<file path="src/pkg/ic_consts.svh">
// register offsets, field positions, reset values and count widths for the two-wire controller
`ifndef IC_CONSTS_SVH
`define IC_CONSTS_SVH
`define IC_ADDR_W        8
`define IC_OFF_CTRL      8'h00
`define IC_OFF_FREQ      8'h04
`define IC_OFF_STAT      8'h08
`define IC_OFF_ISTS      8'h0C
`define IC_OFF_ICLR      8'h10
`define IC_OFF_IEN       8'h14
`define IC_CTRL_ON       7
`define IC_CTRL_IRQ      6
`define IC_CTRL_MST      5
`define IC_CTRL_TX       4
`define IC_CTRL_ACK      3
`define IC_CTRL_RS       2
`define IC_CTRL_RMASK    8'hF8
`define IC_CTRL_RST      8'h00
`define IC_FREQ_RST      8'h20
`define IC_MUL_X1        2'h0
`define IC_MUL_X2        2'h1
`define IC_MUL_X4        2'h2
`define IC_EV_START      0
`define IC_EV_STOP       1
`define IC_EV_ARB        2
`define IC_EV_RS         3
`define IC_EV_W          4
`define IC_CNT_W         16
`define IC_RESP_OKAY     2'h0
`define IC_RESP_SLVERR   2'h2
`endif

</file>
<file path="src/pkg/ic_pkg.sv">
// types shared by the two-wire controller files
package ic_pkg;
  typedef enum logic [6:0] {
    IC_IDLE    = 7'b0000001,
    IC_START   = 7'b0000010,
    IC_HELD    = 7'b0000100,
    IC_RS_SDA  = 7'b0001000,
    IC_RS_SCL  = 7'b0010000,
    IC_RS_FALL = 7'b0100000,
    IC_STOP    = 7'b1000000
  } ic_state_e;
  typedef logic [15:0] ic_count_t;
endpackage

</file>
<file path="src/core/ic_rate_rom.sv">
// clock-rate lookup: divider and three hold counts per rate index, registered out
`include "ic_consts.svh"
module ic_rate_rom
  import ic_pkg::*;
(
  input  wire logic        aclk,        // bus clock
  input  wire logic        aresetn,     // sync reset, low
  input  wire logic [5:0]  rate_index,  // clock_rate_index field
  output logic      [11:0] scl_div,     // serial clock divider
  output logic      [9:0]  sda_hold,    // data hold count
  output logic      [10:0] start_hold,  // clock hold after start
  output logic      [10:0] stop_hold    // data rise delay at stop
);
  logic [43:0] row;
  logic [43:0] row_r;

  // only the upper half of the index space is held; lower indices use entry 0x20
  always_comb begin
    row = {12'h0A0, 10'h011, 11'h04E, 11'h051};
    if (rate_index[5]) begin
      unique case (rate_index[4:0])
        5'h00: row = {12'h0A0, 10'h011, 11'h04E, 11'h051};
        5'h01: row = {12'h0C0, 10'h011, 11'h05E, 11'h061};
        5'h02: row = {12'h0E0, 10'h021, 11'h06E, 11'h071};
        5'h03: row = {12'h100, 10'h021, 11'h07E, 11'h081};
        5'h04: row = {12'h120, 10'h031, 11'h08E, 11'h091};
        5'h05: row = {12'h140, 10'h031, 11'h09E, 11'h0A1};
        5'h06: row = {12'h180, 10'h041, 11'h0BE, 11'h0C1};
        5'h07: row = {12'h1E0, 10'h041, 11'h0EE, 11'h0F1};
        5'h08: row = {12'h140, 10'h021, 11'h09E, 11'h0A1};
        5'h09: row = {12'h180, 10'h021, 11'h0BE, 11'h0C1};
        5'h0A: row = {12'h1C0, 10'h041, 11'h0DE, 11'h0E1};
        5'h0B: row = {12'h200, 10'h041, 11'h0FE, 11'h101};
        5'h0C: row = {12'h240, 10'h061, 11'h11E, 11'h121};
        5'h0D: row = {12'h280, 10'h061, 11'h13E, 11'h141};
        5'h0E: row = {12'h300, 10'h081, 11'h17E, 11'h181};
        5'h0F: row = {12'h3C0, 10'h081, 11'h1DE, 11'h1E1};
        5'h10: row = {12'h280, 10'h041, 11'h13E, 11'h141};
        5'h11: row = {12'h300, 10'h041, 11'h17E, 11'h181};
        5'h12: row = {12'h380, 10'h081, 11'h1BE, 11'h1C1};
        5'h13: row = {12'h400, 10'h081, 11'h1FE, 11'h201};
        5'h14: row = {12'h480, 10'h0C1, 11'h23E, 11'h241};
        5'h15: row = {12'h500, 10'h0C1, 11'h27E, 11'h281};
        5'h16: row = {12'h600, 10'h101, 11'h2FE, 11'h301};
        5'h17: row = {12'h780, 10'h101, 11'h3BE, 11'h3C1};
        5'h18: row = {12'h500, 10'h081, 11'h27E, 11'h281};
        5'h19: row = {12'h600, 10'h081, 11'h2FE, 11'h301};
        5'h1A: row = {12'h700, 10'h101, 11'h37E, 11'h381};
        5'h1B: row = {12'h800, 10'h101, 11'h3FE, 11'h401};
        5'h1C: row = {12'h900, 10'h181, 11'h47E, 11'h481};
        5'h1D: row = {12'hA00, 10'h181, 11'h4FE, 11'h501};
        5'h1E: row = {12'hC00, 10'h201, 11'h5FE, 11'h601};
        5'h1F: row = {12'hF00, 10'h201, 11'h77E, 11'h781};
      endcase
    end
  end

  always_ff @(posedge aclk) begin
    if (!aresetn) row_r <= {12'h0A0, 10'h011, 11'h04E, 11'h051};
    else          row_r <= row;
  end

  assign scl_div    = row_r[43:32];
  assign sda_hold   = row_r[31:22];
  assign start_hold = row_r[21:11];
  assign stop_hold  = row_r[10:0];

  a_row_idx20: assert property (@(posedge aclk) disable iff (!aresetn)
    rate_index == 6'h20 |=> scl_div == 12'h0A0 && sda_hold == 10'h011
      && start_hold == 11'h04E && stop_hold == 11'h051)
    else $error("index 0x20 row wrong");
  a_row_idx2f: assert property (@(posedge aclk) disable iff (!aresetn)
    rate_index == 6'h2F |=> scl_div == 12'h3C0 && sda_hold == 10'h081
      && start_hold == 11'h1DE && stop_hold == 11'h1E1)
    else $error("index 0x2F row wrong");
  a_row_idx3f: assert property (@(posedge aclk) disable iff (!aresetn)
    rate_index == 6'h3F |=> scl_div == 12'hF00 && sda_hold == 10'h201
      && start_hold == 11'h77E && stop_hold == 11'h781)
    else $error("index 0x3F row wrong");
  a_row_idx30: assert property (@(posedge aclk) disable iff (!aresetn)
    rate_index == 6'h30 |=> scl_div == 12'h280 && sda_hold == 10'h041
      && start_hold == 11'h13E && stop_hold == 11'h141)
    else $error("index 0x30 row wrong");
endmodule // ic_rate_rom

</file>
<file path="src/core/ic_ctrl.sv">
// two-wire controller: primary control, rate selection, start/stop/repeat sequencing
// What this block does
// - index 0x20: divider 160, holds 17/78/81
// - index 0x2F: divider 960, holds 129/478/481
// - index 0x3F: divider 3840, holds 513/1918/1921
// - indices 0x20..0x3F read from lookup table
// - control bit 7 switches module on
// - control bit 6 gates interrupt request
// - master bit rising starts a START condition
// - master bit falling makes STOP, back to slave
// - bit 4 selects transmit, clear receives
// - bit 3 chooses ack or no ack
// - repeat start strobe works only as master
// - repeat start strobe always reads zero
// - misplaced repeat start counts as arbitration loss
// - bit rate is clock over multiplier times divider
// - multiplier codes 1, 2, 4; code 11 reserved
// - hold delays are multiplier times table count
// - six-bit rate index picks rate and holds
`include "ic_consts.svh"
module ic_ctrl
  import ic_pkg::*;
(
  input  wire logic        aclk,          // bus clock, 200 MHz
  input  wire logic        aresetn,       // sync reset, low
  input  wire logic [7:0]  s_awaddr,      // write address
  input  wire logic        s_awvalid,     // write address valid
  output logic             s_awready,     // write address ready
  input  wire logic [31:0] s_wdata,       // write data
  input  wire logic [3:0]  s_wstrb,       // write byte enables
  input  wire logic        s_wvalid,      // write data valid
  output logic             s_wready,      // write data ready
  output logic [1:0]       s_bresp,       // write response
  output logic             s_bvalid,      // write response valid
  input  wire logic        s_bready,      // write response ready
  input  wire logic [7:0]  s_araddr,      // read address
  input  wire logic        s_arvalid,     // read address valid
  output logic             s_arready,     // read address ready
  output logic [31:0]      s_rdata,       // read data
  output logic [1:0]       s_rresp,       // read response
  output logic             s_rvalid,      // read data valid
  input  wire logic        s_rready,      // read data ready
  input  wire logic        scl_in,        // serial clock line level
  output logic             scl_out,       // serial clock drive value, always low
  output logic             scl_oe_n,      // serial clock pull, low while pulling
  input  wire logic        sda_in,        // serial data line level
  output logic             sda_out,       // serial data drive value, always low
  output logic             sda_oe_n,      // serial data pull, low while pulling
  input  wire logic        ack_slot,      // byte engine is in an acknowledge bit
  output logic             dir_transmit,  // direction to byte engine, high transmits
  output logic             master_mode,   // device owns the bus
  output logic             bit_tick,      // one pulse per serial bit period
  output logic             irq            // level interrupt request
);
  ////////////////////////////////////////////////////////////////////////////
  logic [7:0]  awaddr_r;
  logic [7:0]  wdata_r;
  logic        wstrb0_r, aw_full_r, w_full_r, awready_r, wready_r, bvalid_r;
  logic [1:0]  bresp_r, rresp_r;
  logic        arready_r, rvalid_r;
  logic [31:0] rdata_r;

  wire aw_take   = s_awvalid & awready_r;
  wire w_take    = s_wvalid & wready_r;
  wire wr_do     = aw_full_r & w_full_r & ~bvalid_r;
  wire aw_full_nxt = (aw_full_r | aw_take) & ~wr_do;
  wire w_full_nxt  = (w_full_r | w_take) & ~wr_do;
  wire ar_take   = s_arvalid & arready_r;
  wire rvalid_nxt  = (rvalid_r & ~s_rready) | ar_take;
  wire wr_hit    = awaddr_r == `IC_OFF_CTRL || awaddr_r == `IC_OFF_FREQ
                   || awaddr_r == `IC_OFF_ICLR || awaddr_r == `IC_OFF_IEN;
  wire wr_en     = wr_do & wr_hit & wstrb0_r;
  wire ctrl_wr   = wr_en && awaddr_r == `IC_OFF_CTRL;
  wire freq_wr   = wr_en && awaddr_r == `IC_OFF_FREQ;
  wire iclr_wr   = wr_en && awaddr_r == `IC_OFF_ICLR;
  wire ien_wr    = wr_en && awaddr_r == `IC_OFF_IEN;

  always_ff @(posedge aclk) begin
    if (!aresetn) begin
      aw_full_r <= 1'b0;
      w_full_r  <= 1'b0;
      awready_r <= 1'b1;
      wready_r  <= 1'b1;
      bvalid_r  <= 1'b0;
      bresp_r   <= `IC_RESP_OKAY;
      awaddr_r  <= 8'h00;
      wdata_r   <= 8'h00;
      wstrb0_r  <= 1'b0;
    end else begin
      aw_full_r <= aw_full_nxt;
      w_full_r  <= w_full_nxt;
      awready_r <= ~aw_full_nxt;
      wready_r  <= ~w_full_nxt;
      bvalid_r  <= (bvalid_r & ~s_bready) | wr_do;
      if (wr_do) bresp_r <= wr_hit ? `IC_RESP_OKAY : `IC_RESP_SLVERR;
      if (aw_take) awaddr_r <= s_awaddr;
      if (w_take) begin
        wdata_r  <= s_wdata[7:0];
        wstrb0_r <= s_wstrb[0];
      end
    end
  end

  ////////////////////////////////////////////////////////////////////////////
  logic [7:0]            ctrl_r, freq_r;
  logic [`IC_EV_W-1:0]   ists_r, ien_r, ev;
  ic_state_e             state_r, state_nxt;
  ic_count_t             cnt_r, cnt_load, tick_r;
  logic                  cnt_ld, scl_drv_r, sda_seq_r, scl_drv_nxt, sda_seq_nxt;
  logic                  start_pend_r, stop_pend_r;
  logic [11:0]           scl_div;
  logic [9:0]            sda_hold;
  logic [10:0]           start_hold, stop_hold;

  wire on       = ctrl_r[`IC_CTRL_ON];
  wire master_select      = ctrl_r[`IC_CTRL_MST];
  wire [1:0] mul_code = freq_r[7:6];
  // reserved multiplier code falls back to factor one
  wire [1:0] mul_sh = (mul_code == `IC_MUL_X2) ? 2'h1 :
                      (mul_code == `IC_MUL_X4) ? 2'h2 : 2'h0;
  wire ic_count_t rate_cnt  = (ic_count_t'(scl_div) << mul_sh) - 16'h0001;
  wire ic_count_t half_cnt  = (ic_count_t'(scl_div[11:1]) << mul_sh) - 16'h0001;
  wire ic_count_t sda_cnt   = (ic_count_t'(sda_hold) << mul_sh) - 16'h0001;
  wire ic_count_t start_cnt = (ic_count_t'(start_hold) << mul_sh) - 16'h0001;
  wire ic_count_t stop_cnt  = (ic_count_t'(stop_hold) << mul_sh) - 16'h0001;
  wire cnt_done = cnt_r == 16'h0000;
  wire st_idle  = state_r == IC_IDLE;
  wire st_held  = state_r == IC_HELD;

  wire s_wdata_on = wdata_r[`IC_CTRL_ON];
  wire start_req = ctrl_wr & s_wdata_on & wdata_r[`IC_CTRL_MST] & ~master_select;
  wire stop_req  = ctrl_wr & ~wdata_r[`IC_CTRL_MST] & master_select;
  wire rs_req    = ctrl_wr & wdata_r[`IC_CTRL_RS] & wdata_r[`IC_CTRL_MST] & master_select;
  wire rs_go     = rs_req & st_held & on;
  wire rs_bad    = rs_req & ~rs_go;
  // the line must be free before a start, otherwise another master owns it
  wire bus_busy  = ~scl_in | ~sda_in;
  wire start_go  = on & st_idle & start_pend_r & ~bus_busy;
  wire start_lost = on & st_idle & start_pend_r & bus_busy;
  wire stop_go   = on & st_held & stop_pend_r & ~start_pend_r;
  wire arb_ev    = rs_bad | start_lost;
  // the ack pull only acts in receive and only between sequenced conditions
  wire ack_pull  = on & ack_slot & ~ctrl_r[`IC_CTRL_TX] & ~ctrl_r[`IC_CTRL_ACK]
                   & (st_held | st_idle);

  ic_rate_rom u_rom (
    .aclk       (aclk),
    .aresetn    (aresetn),
    .rate_index (freq_r[5:0]),
    .scl_div    (scl_div),
    .sda_hold   (sda_hold),
    .start_hold (start_hold),
    .stop_hold  (stop_hold)
  );

  ////////////////////////////////////////////////////////////////////////////
  always_comb begin
    state_nxt   = state_r;
    scl_drv_nxt = scl_drv_r;
    sda_seq_nxt = sda_seq_r;
    cnt_ld      = 1'b0;
    cnt_load    = 16'h0000;
    ev          = '0;
    unique case (state_r)
      IC_IDLE: if (start_go) begin
        state_nxt = IC_START; sda_seq_nxt = 1'b1; cnt_ld = 1'b1; cnt_load = start_cnt;
      end
      IC_START: if (cnt_done) begin
        state_nxt = IC_HELD; scl_drv_nxt = 1'b1; ev[`IC_EV_START] = 1'b1;
      end
      IC_HELD: if (rs_go) begin
        state_nxt = IC_RS_SDA; sda_seq_nxt = 1'b0; cnt_ld = 1'b1; cnt_load = sda_cnt;
      end else if (stop_go) begin
        state_nxt = IC_STOP; scl_drv_nxt = 1'b0; sda_seq_nxt = 1'b1;
        cnt_ld = 1'b1; cnt_load = stop_cnt;
      end
      IC_RS_SDA: if (cnt_done) begin
        state_nxt = IC_RS_SCL; scl_drv_nxt = 1'b0; cnt_ld = 1'b1; cnt_load = half_cnt;
      end
      IC_RS_SCL: if (cnt_done) begin
        state_nxt = IC_RS_FALL; sda_seq_nxt = 1'b1; cnt_ld = 1'b1; cnt_load = start_cnt;
      end
      IC_RS_FALL: if (cnt_done) begin
        state_nxt = IC_HELD; scl_drv_nxt = 1'b1; ev[`IC_EV_RS] = 1'b1;
      end
      IC_STOP: if (cnt_done) begin
        state_nxt = IC_IDLE; sda_seq_nxt = 1'b0; ev[`IC_EV_STOP] = 1'b1;
      end
    endcase
    ev[`IC_EV_ARB] = arb_ev;
    if (!on || rs_bad) begin
      state_nxt   = IC_IDLE;
      scl_drv_nxt = 1'b0;
      sda_seq_nxt = 1'b0;
    end
  end

  always_ff @(posedge aclk) begin
    if (!aresetn) begin
      state_r   <= IC_IDLE;
      cnt_r     <= 16'h0000;
      scl_drv_r <= 1'b0;
      sda_seq_r <= 1'b0;
    end else begin
      state_r   <= state_nxt;
      scl_drv_r <= scl_drv_nxt;
      sda_seq_r <= sda_seq_nxt;
      cnt_r     <= cnt_ld ? cnt_load : (cnt_done ? cnt_r : cnt_r - 16'h0001);
    end
  end

  always_ff @(posedge aclk) begin
    if (!aresetn) begin
      start_pend_r <= 1'b0;
      stop_pend_r  <= 1'b0;
    end else begin
      // the enabling write itself may carry the start, before the enable bit lands
      start_pend_r <= (on & start_pend_r & ~start_go & ~start_lost) | start_req;
      stop_pend_r  <= on & ~arb_ev & ((stop_pend_r & ~stop_go) | stop_req);
    end
  end

  ////////////////////////////////////////////////////////////////////////////
  // control writes keep only bits 7..3; hardware drops master on a lost arbitration
  wire [7:0] ctrl_nxt = ctrl_wr ? (wdata_r & `IC_CTRL_RMASK) : ctrl_r;
  always_ff @(posedge aclk) begin
    if (!aresetn) begin
      ctrl_r <= `IC_CTRL_RST;
      freq_r <= `IC_FREQ_RST;
      ien_r  <= '0;
      ists_r <= '0;
    end else begin
      ctrl_r <= arb_ev ? (ctrl_nxt & ~(8'h01 << `IC_CTRL_MST)) : ctrl_nxt;
      if (freq_wr) freq_r <= wdata_r;
      if (ien_wr) ien_r <= wdata_r[`IC_EV_W-1:0];
      // a new event in the clearing cycle survives the clear
      ists_r <= (ists_r & ~(iclr_wr ? wdata_r[`IC_EV_W-1:0] : '0)) | ev;
    end
  end

  ////////////////////////////////////////////////////////////////////////////
  wire [7:0] stat_val = {5'h00, st_held, bus_busy, ~st_idle};
  wire [31:0] rd_val =
    (s_araddr == `IC_OFF_CTRL) ? {24'h000000, ctrl_r} :
    (s_araddr == `IC_OFF_FREQ) ? {24'h000000, freq_r} :
    (s_araddr == `IC_OFF_STAT) ? {24'h000000, stat_val} :
    (s_araddr == `IC_OFF_ISTS) ? {28'h0000000, ists_r} :
    (s_araddr == `IC_OFF_IEN)  ? {28'h0000000, ien_r} : 32'h00000000;
  wire rd_hit = s_araddr == `IC_OFF_CTRL || s_araddr == `IC_OFF_FREQ
                || s_araddr == `IC_OFF_STAT || s_araddr == `IC_OFF_ISTS
                || s_araddr == `IC_OFF_IEN;

  logic irq_r, tick_p_r, dir_r, mast_r, scl_oe_n_r, sda_oe_n_r;
  always_ff @(posedge aclk) begin
    if (!aresetn) begin
      arready_r  <= 1'b1;
      rvalid_r   <= 1'b0;
      rdata_r    <= 32'h00000000;
      rresp_r    <= `IC_RESP_OKAY;
      irq_r      <= 1'b0;
      tick_r     <= 16'h0000;
      tick_p_r   <= 1'b0;
      dir_r      <= 1'b0;
      mast_r     <= 1'b0;
      scl_oe_n_r <= 1'b1;
      sda_oe_n_r <= 1'b1;
    end else begin
      arready_r  <= ~rvalid_nxt;
      rvalid_r   <= rvalid_nxt;
      if (ar_take) begin
        rdata_r  <= rd_val;
        rresp_r  <= rd_hit ? `IC_RESP_OKAY : `IC_RESP_SLVERR;
      end
      irq_r      <= on & ctrl_r[`IC_CTRL_IRQ] & |(ists_r & ien_r);
      tick_r     <= (!on || tick_r == 16'h0000) ? rate_cnt : tick_r - 16'h0001;
      tick_p_r   <= on & tick_r == 16'h0000;
      dir_r      <= on & ctrl_r[`IC_CTRL_TX];
      mast_r     <= on & master_select & ~st_idle;
      scl_oe_n_r <= ~scl_drv_nxt;
      sda_oe_n_r <= ~(sda_seq_nxt | ack_pull);
    end
  end

  assign s_awready    = awready_r;
  assign s_wready     = wready_r;
  assign s_bvalid     = bvalid_r;
  assign s_bresp      = bresp_r;
  assign s_arready    = arready_r;
  assign s_rvalid     = rvalid_r;
  assign s_rdata      = rdata_r;
  assign s_rresp      = rresp_r;
  assign scl_out      = 1'b0;
  assign sda_out      = 1'b0;
  assign scl_oe_n     = scl_oe_n_r;
  assign sda_oe_n     = sda_oe_n_r;
  assign irq          = irq_r;
  assign bit_tick     = tick_p_r;
  assign dir_transmit = dir_r;
  assign master_mode  = mast_r;

  ////////////////////////////////////////////////////////////////////////////
  a_irq_gated: assert property (@(posedge aclk) disable iff (!aresetn)
    !ctrl_r[`IC_CTRL_IRQ] |=> !irq) else $error("interrupt raised while gated off");
  a_off_idle: assert property (@(posedge aclk) disable iff (!aresetn)
    !on |=> state_r == IC_IDLE && scl_oe_n && !master_mode)
    else $error("module off but sequencer active");
  a_start_seq: assert property (@(posedge aclk) disable iff (!aresetn)
    start_go |=> state_r == IC_START && !sda_oe_n && scl_oe_n && cnt_r == start_cnt)
    else $error("start condition not formed");
  a_stop_seq: assert property (@(posedge aclk) disable iff (!aresetn)
    state_r == IC_STOP && cnt_done && on |=> state_r == IC_IDLE && sda_oe_n && scl_oe_n)
    else $error("stop did not release the lines");
  a_rs_read0: assert property (@(posedge aclk) disable iff (!aresetn)
    ar_take && s_araddr == `IC_OFF_CTRL |=> !s_rdata[`IC_CTRL_RS])
    else $error("repeat start bit read back set");
  a_rs_arbloss: assert property (@(posedge aclk) disable iff (!aresetn)
    rs_bad |=> ists_r[`IC_EV_ARB] && !master_select && state_r == IC_IDLE)
    else $error("misplaced repeat start not treated as lost arbitration");
  a_ack_drive: assert property (@(posedge aclk) disable iff (!aresetn)
    ack_pull |=> !sda_oe_n) else $error("acknowledge not driven");
  a_tick_rate: assert property (@(posedge aclk) disable iff (!aresetn)
    on && tick_r == 16'h0000 && $stable(freq_r) |=> tick_r == rate_cnt && bit_tick)
    else $error("bit period counter not reloaded");
  a_dir_follow: assert property (@(posedge aclk) disable iff (!aresetn)
    on |=> dir_transmit == $past(ctrl_r[`IC_CTRL_TX]))
    else $error("direction output does not follow control");
endmodule // ic_ctrl

</file>
<file path="config.mk">
export PLATFORM = sky130hd
export DESIGN_NAME = ic_ctrl
export DESIGN_NICKNAME = d
export VERILOG_FILES = /design/src/pkg/ic_pkg.sv /design/src/core/ic_rate_rom.sv /design/src/core/ic_ctrl.sv
export VERILOG_INCLUDE_DIRS = /design/src /design/src/pkg
export SDC_FILE = /design/constraint.sdc
export NUM_CORES = 1
export LEC_CHECK = 0
export ABC_AREA = 1
export BUFFER_PORTS_ARGS = -buffer_cell sky130_fd_sc_hd__buf_2
export CAP_MARGIN = 20
export CELL_PAD_IN_SITES_DETAIL_PLACEMENT = 1
export CELL_PAD_IN_SITES_GLOBAL_PLACEMENT = 2
export CORE_UTILIZATION = 34
export DETAILED_ROUTE_END_ITERATION = 12
export GPL_TIMING_DRIVEN = 1
export PLACE_DENSITY = 0.86
export SLEW_MARGIN = 25
export SYNTH_ARGS = -nofsm -noshare
export SYNTH_HDL_FRONTEND = slang
export SYNTH_SLANG_ARGS = --single-unit
</file>
<file path="constraint.sdc">
create_clock -name aclk -period 4.7 [get_ports aclk]
set_clock_uncertainty 0.2 [all_clocks]
set_input_delay 0.94 -clock aclk [delete_from_list [all_inputs] [get_ports aclk]]
set_output_delay 0.94 -clock aclk [all_outputs]
set_load 0.005 [all_outputs]
</file>
==> flow_summary.yaml <==
finish:
  final-seq-area_um2: 2480
  diodes: 0
  nFillCells: 2835
  finalNetCount: 1286
  syn2layout_area_growth_pct: 13.1
  multiInputGateArea_um2: 4150
  drive_gt1_share_pct: 12.9
sta:
  min_period_over_period_pct: 67.4
  finalSetupViolations: 0
  hold_viol: 0
  slew_headroom_pct: 41.6
  max_freq_mhz: 316
  rsz0062_at_grt: "no"
  setup_tns_ns: 0
  worst_pin_slew_ns: 0.870
  finalWorstSetupSlack_ns: 1.53
  slew_viol_final: 0
  period_needed_ns: 3.17
setup_path:
  path_max_fanout: 18
  rr_worst_depth: 13
  r2r_start: "freq_r[7]"
  r2r_setup_slack_ns: 1.53
  crit_slowest_cell: "nor3_1"
  cp.required_ns: 4.81
  worstPathCellList: "inv_1, ha_1, inv_2, nand2_1, nor2_1, inv_1, ha_1, nor3_1, nand2_1, nand3_1, nand3_1, nor2_1, a21oi_2"
  worstPathArrival_ns: 3.28
  max_stage_delay_ns: 0.48
  endpoint_kind: "flip-flop"
  path_class: "reg2reg"
  path_delay_family: "simple AND/OR/NAND/NOR gates"
  crit_path_start_kind: "flip-flop"
  critical_path_buf_inv_count: 3
  reg2reg_to: "cnt_r[6]"
yosys:
  synth_top_flop_cell: "dfxtp_1"
  synthArstFlopShare_pct: 0
  ys_types: 51
  ys_top_cells_by_area: "dfxtp_1, nand2_1, nor2_1"
  yosys_register_bits: 124
  netlist_top_cells_count: "nand2_1, nor2_1, inv_1, dfxtp_1, o21ai_0"
  netlist_area_um2: 7490
  synth.most_common_cell: "nand2_1"
  synthCells: 1163
  netlist.area_leader.share_pct: 33.1
  synth_area_per_cell_um2: 6.44
  synth_top_area_cell: "dfxtp_1"
  synth_edf_count: 0
  synth_seq_area_share_pct: 33.1
  synth_warnings: 0
drt:
  totalWireLength_um: 23100
  vias: 7476
  drt_iter0_drc: 308
  dr.pass1.iters: 5
  viasPerCell: 4.98
  drc: 0
  antenna_left: 0
  post_drt_wl_per_cell_um: 15.4
global_routing:
  antenna_found_initial: 0
  grt_pass1_wl_um: 37400
  global_route.usage.met1_pct: 27.1
  grt_use_met2_pct: 37.4
  grt_pass1_vias: 7382
  met3_usage_pct: 3.21
  busiest_layer: "met2"
  grt_overflow_total: 0
  grt.total_usage_pct: 21.6
  grt_max_degree: 42
worst_hold_path:
  min_from: "ctrl_r[6]"
  hold_depth: 2
  hp-class: "reg2reg"
  hold_path_end: "irq"
cts:
  cts_setup_buffers: 0
  clock_tree.root_cell: "clkbuf_16"
  htreeDepth: 4
  clock_sinks: 124
  cts_max_path_buffers: 2
  clk_latency_ns: 0.44
  cts_resized: 0
  cts_tree: "built"
  cts_hold_buf: 0
  clkTransAtPathRegs_ns: 0.06
  numCtsBuffers: 17
die:
  start_util_pct: 35.2
  die_w_um: 150
  core_um2: 21300
  dieHeight_um: 150
  die_area_um2: 22600
  rows: 53
  io-pin-count: 111
place:
  gp_congestion: 0.854
  dp_slack_ns: 1.56
  dp_hpwl_um: 18000
  portBuffers: 55
run_status:
  status: "complete, no violations"
power_and_ir_drop:
  powerDensity_nw_per_um2: 377
  p_leak_uw: 0.00393
  vdd_drop_max_mv: 0.220
run:
  maxCapViolations: 0
-- registers in the layout, summed over array words and instances (netlist names), 4 cells and up --
register and flops:
state_r 7, s_rdata 8, freq_r 8, ien_r 4, tick_r 16, wdata_r 8
ists_r 4, cnt_r 16, ctrl_r 5, awaddr_r 8, u_rom.row_r 20
-- cell type report --
class	instances	share of cell area (%)
multi-input cells	851	49.0
flip-flops and latches	124	29.3
inverters	159	7.04
clock buffers	19	5.23
well taps	275	4.06
repair buffers	61	3.78
clock inverters	13	1.58
-- through the flow --
step	utilization, %	hold WS, ns	power [µW]	std cells	instance area (µm²)
finish	39.8	0.264	3190	1502	8470
floorplan	-	0.233	1760	1190	7590
detailed placement	37.1	0.255	1910	1470	7900
global route	39.8	0.292	3360	1502	8470
CTS	39.8	0.265	3220	1502	8470
global placement	37.1	0.253	1900	1470	7900
-- per-layer routing --
layer,vias up,part of all wire (%)
met5,-,0
li1,3816,-
met1,3516,48
met3,34,2.5
met2,110,48
met4,0,1.6
-- power breakdown --
| part | internal (µW) | switching [µW] |
|---|---|---|
| Combinational | 242 | 453 |
| Sequential | 1130 | 60.5 |
| Clock | 754 | 552 |
-- cells by family after synthesis --
family	after synthesis	share of synthesized area [%]
adder cells (fa/ha/maj)	10	1.67
buffers and inverters	215	12.8
AO/OA/AOI/OAI	208	15.5
other	1	0.0500
multiplexers	1	0.134
AND/OR/NAND/NOR	593	35.4
XOR/XNOR	11	1.29
flip-flops	124	33.1
-- worst reg2reg max path, stage by stage, from the launching register on --
cell and delay, ns:
dfxtp_1 0.37, inv_1 0.08, ha_1 0.20, inv_2 0.25, nand2_1 0.09, nor2_1 0.33
inv_1 0.22, ha_1 0.24, nor3_1 0.48, nand2_1 0.11, nand3_1 0.10, nand3_1 0.10
nor2_1 0.22, a21oi_2 0.08
-- layout by cell type, fill, tap and decap left out, types with 7 or more instances in the layout --
cell | synthesis | routed
nand3_1 | 90 | 90
o21ai_0 | 93 | 93
nand2_2 | 12 | 12
a21oi_1 | 64 | 64
xor2_1 | 7 | 7
nor2_1 | 148 | 148
ha_1 | 10 | 10
nand2_1 | 267 | 267
o211ai_1 | 8 | 8
nor2_2 | 12 | 12
dfxtp_1 | 124 | 124
clkbuf_16 | 0 | 17
nand4_1 | 19 | 19
conb_1 | 1 | 28
a211oi_1 | 11 | 11
buf_2 | 8 | 55
nor3_1 | 15 | 15
inv_1 | 143 | 143
inv_2 | 13 | 13
-- worst max-delay path by stage --
stage                     startpoint   endpoint  slack [ns]  cells past startpoint
after floorplan            freq_r[7]   cnt_r[6]        2.22                     15
after global placement     freq_r[7]   cnt_r[6]        1.52                     13
after detailed placement   freq_r[7]   cnt_r[6]        1.56                     13
after CTS                  freq_r[7]   cnt_r[6]        1.55                     13
after global routing       freq_r[7]  cnt_r[10]        1.26                     14
final                      freq_r[7]   cnt_r[6]        1.53                     13
No activity file was read; power rests on OpenSTA's default activity.
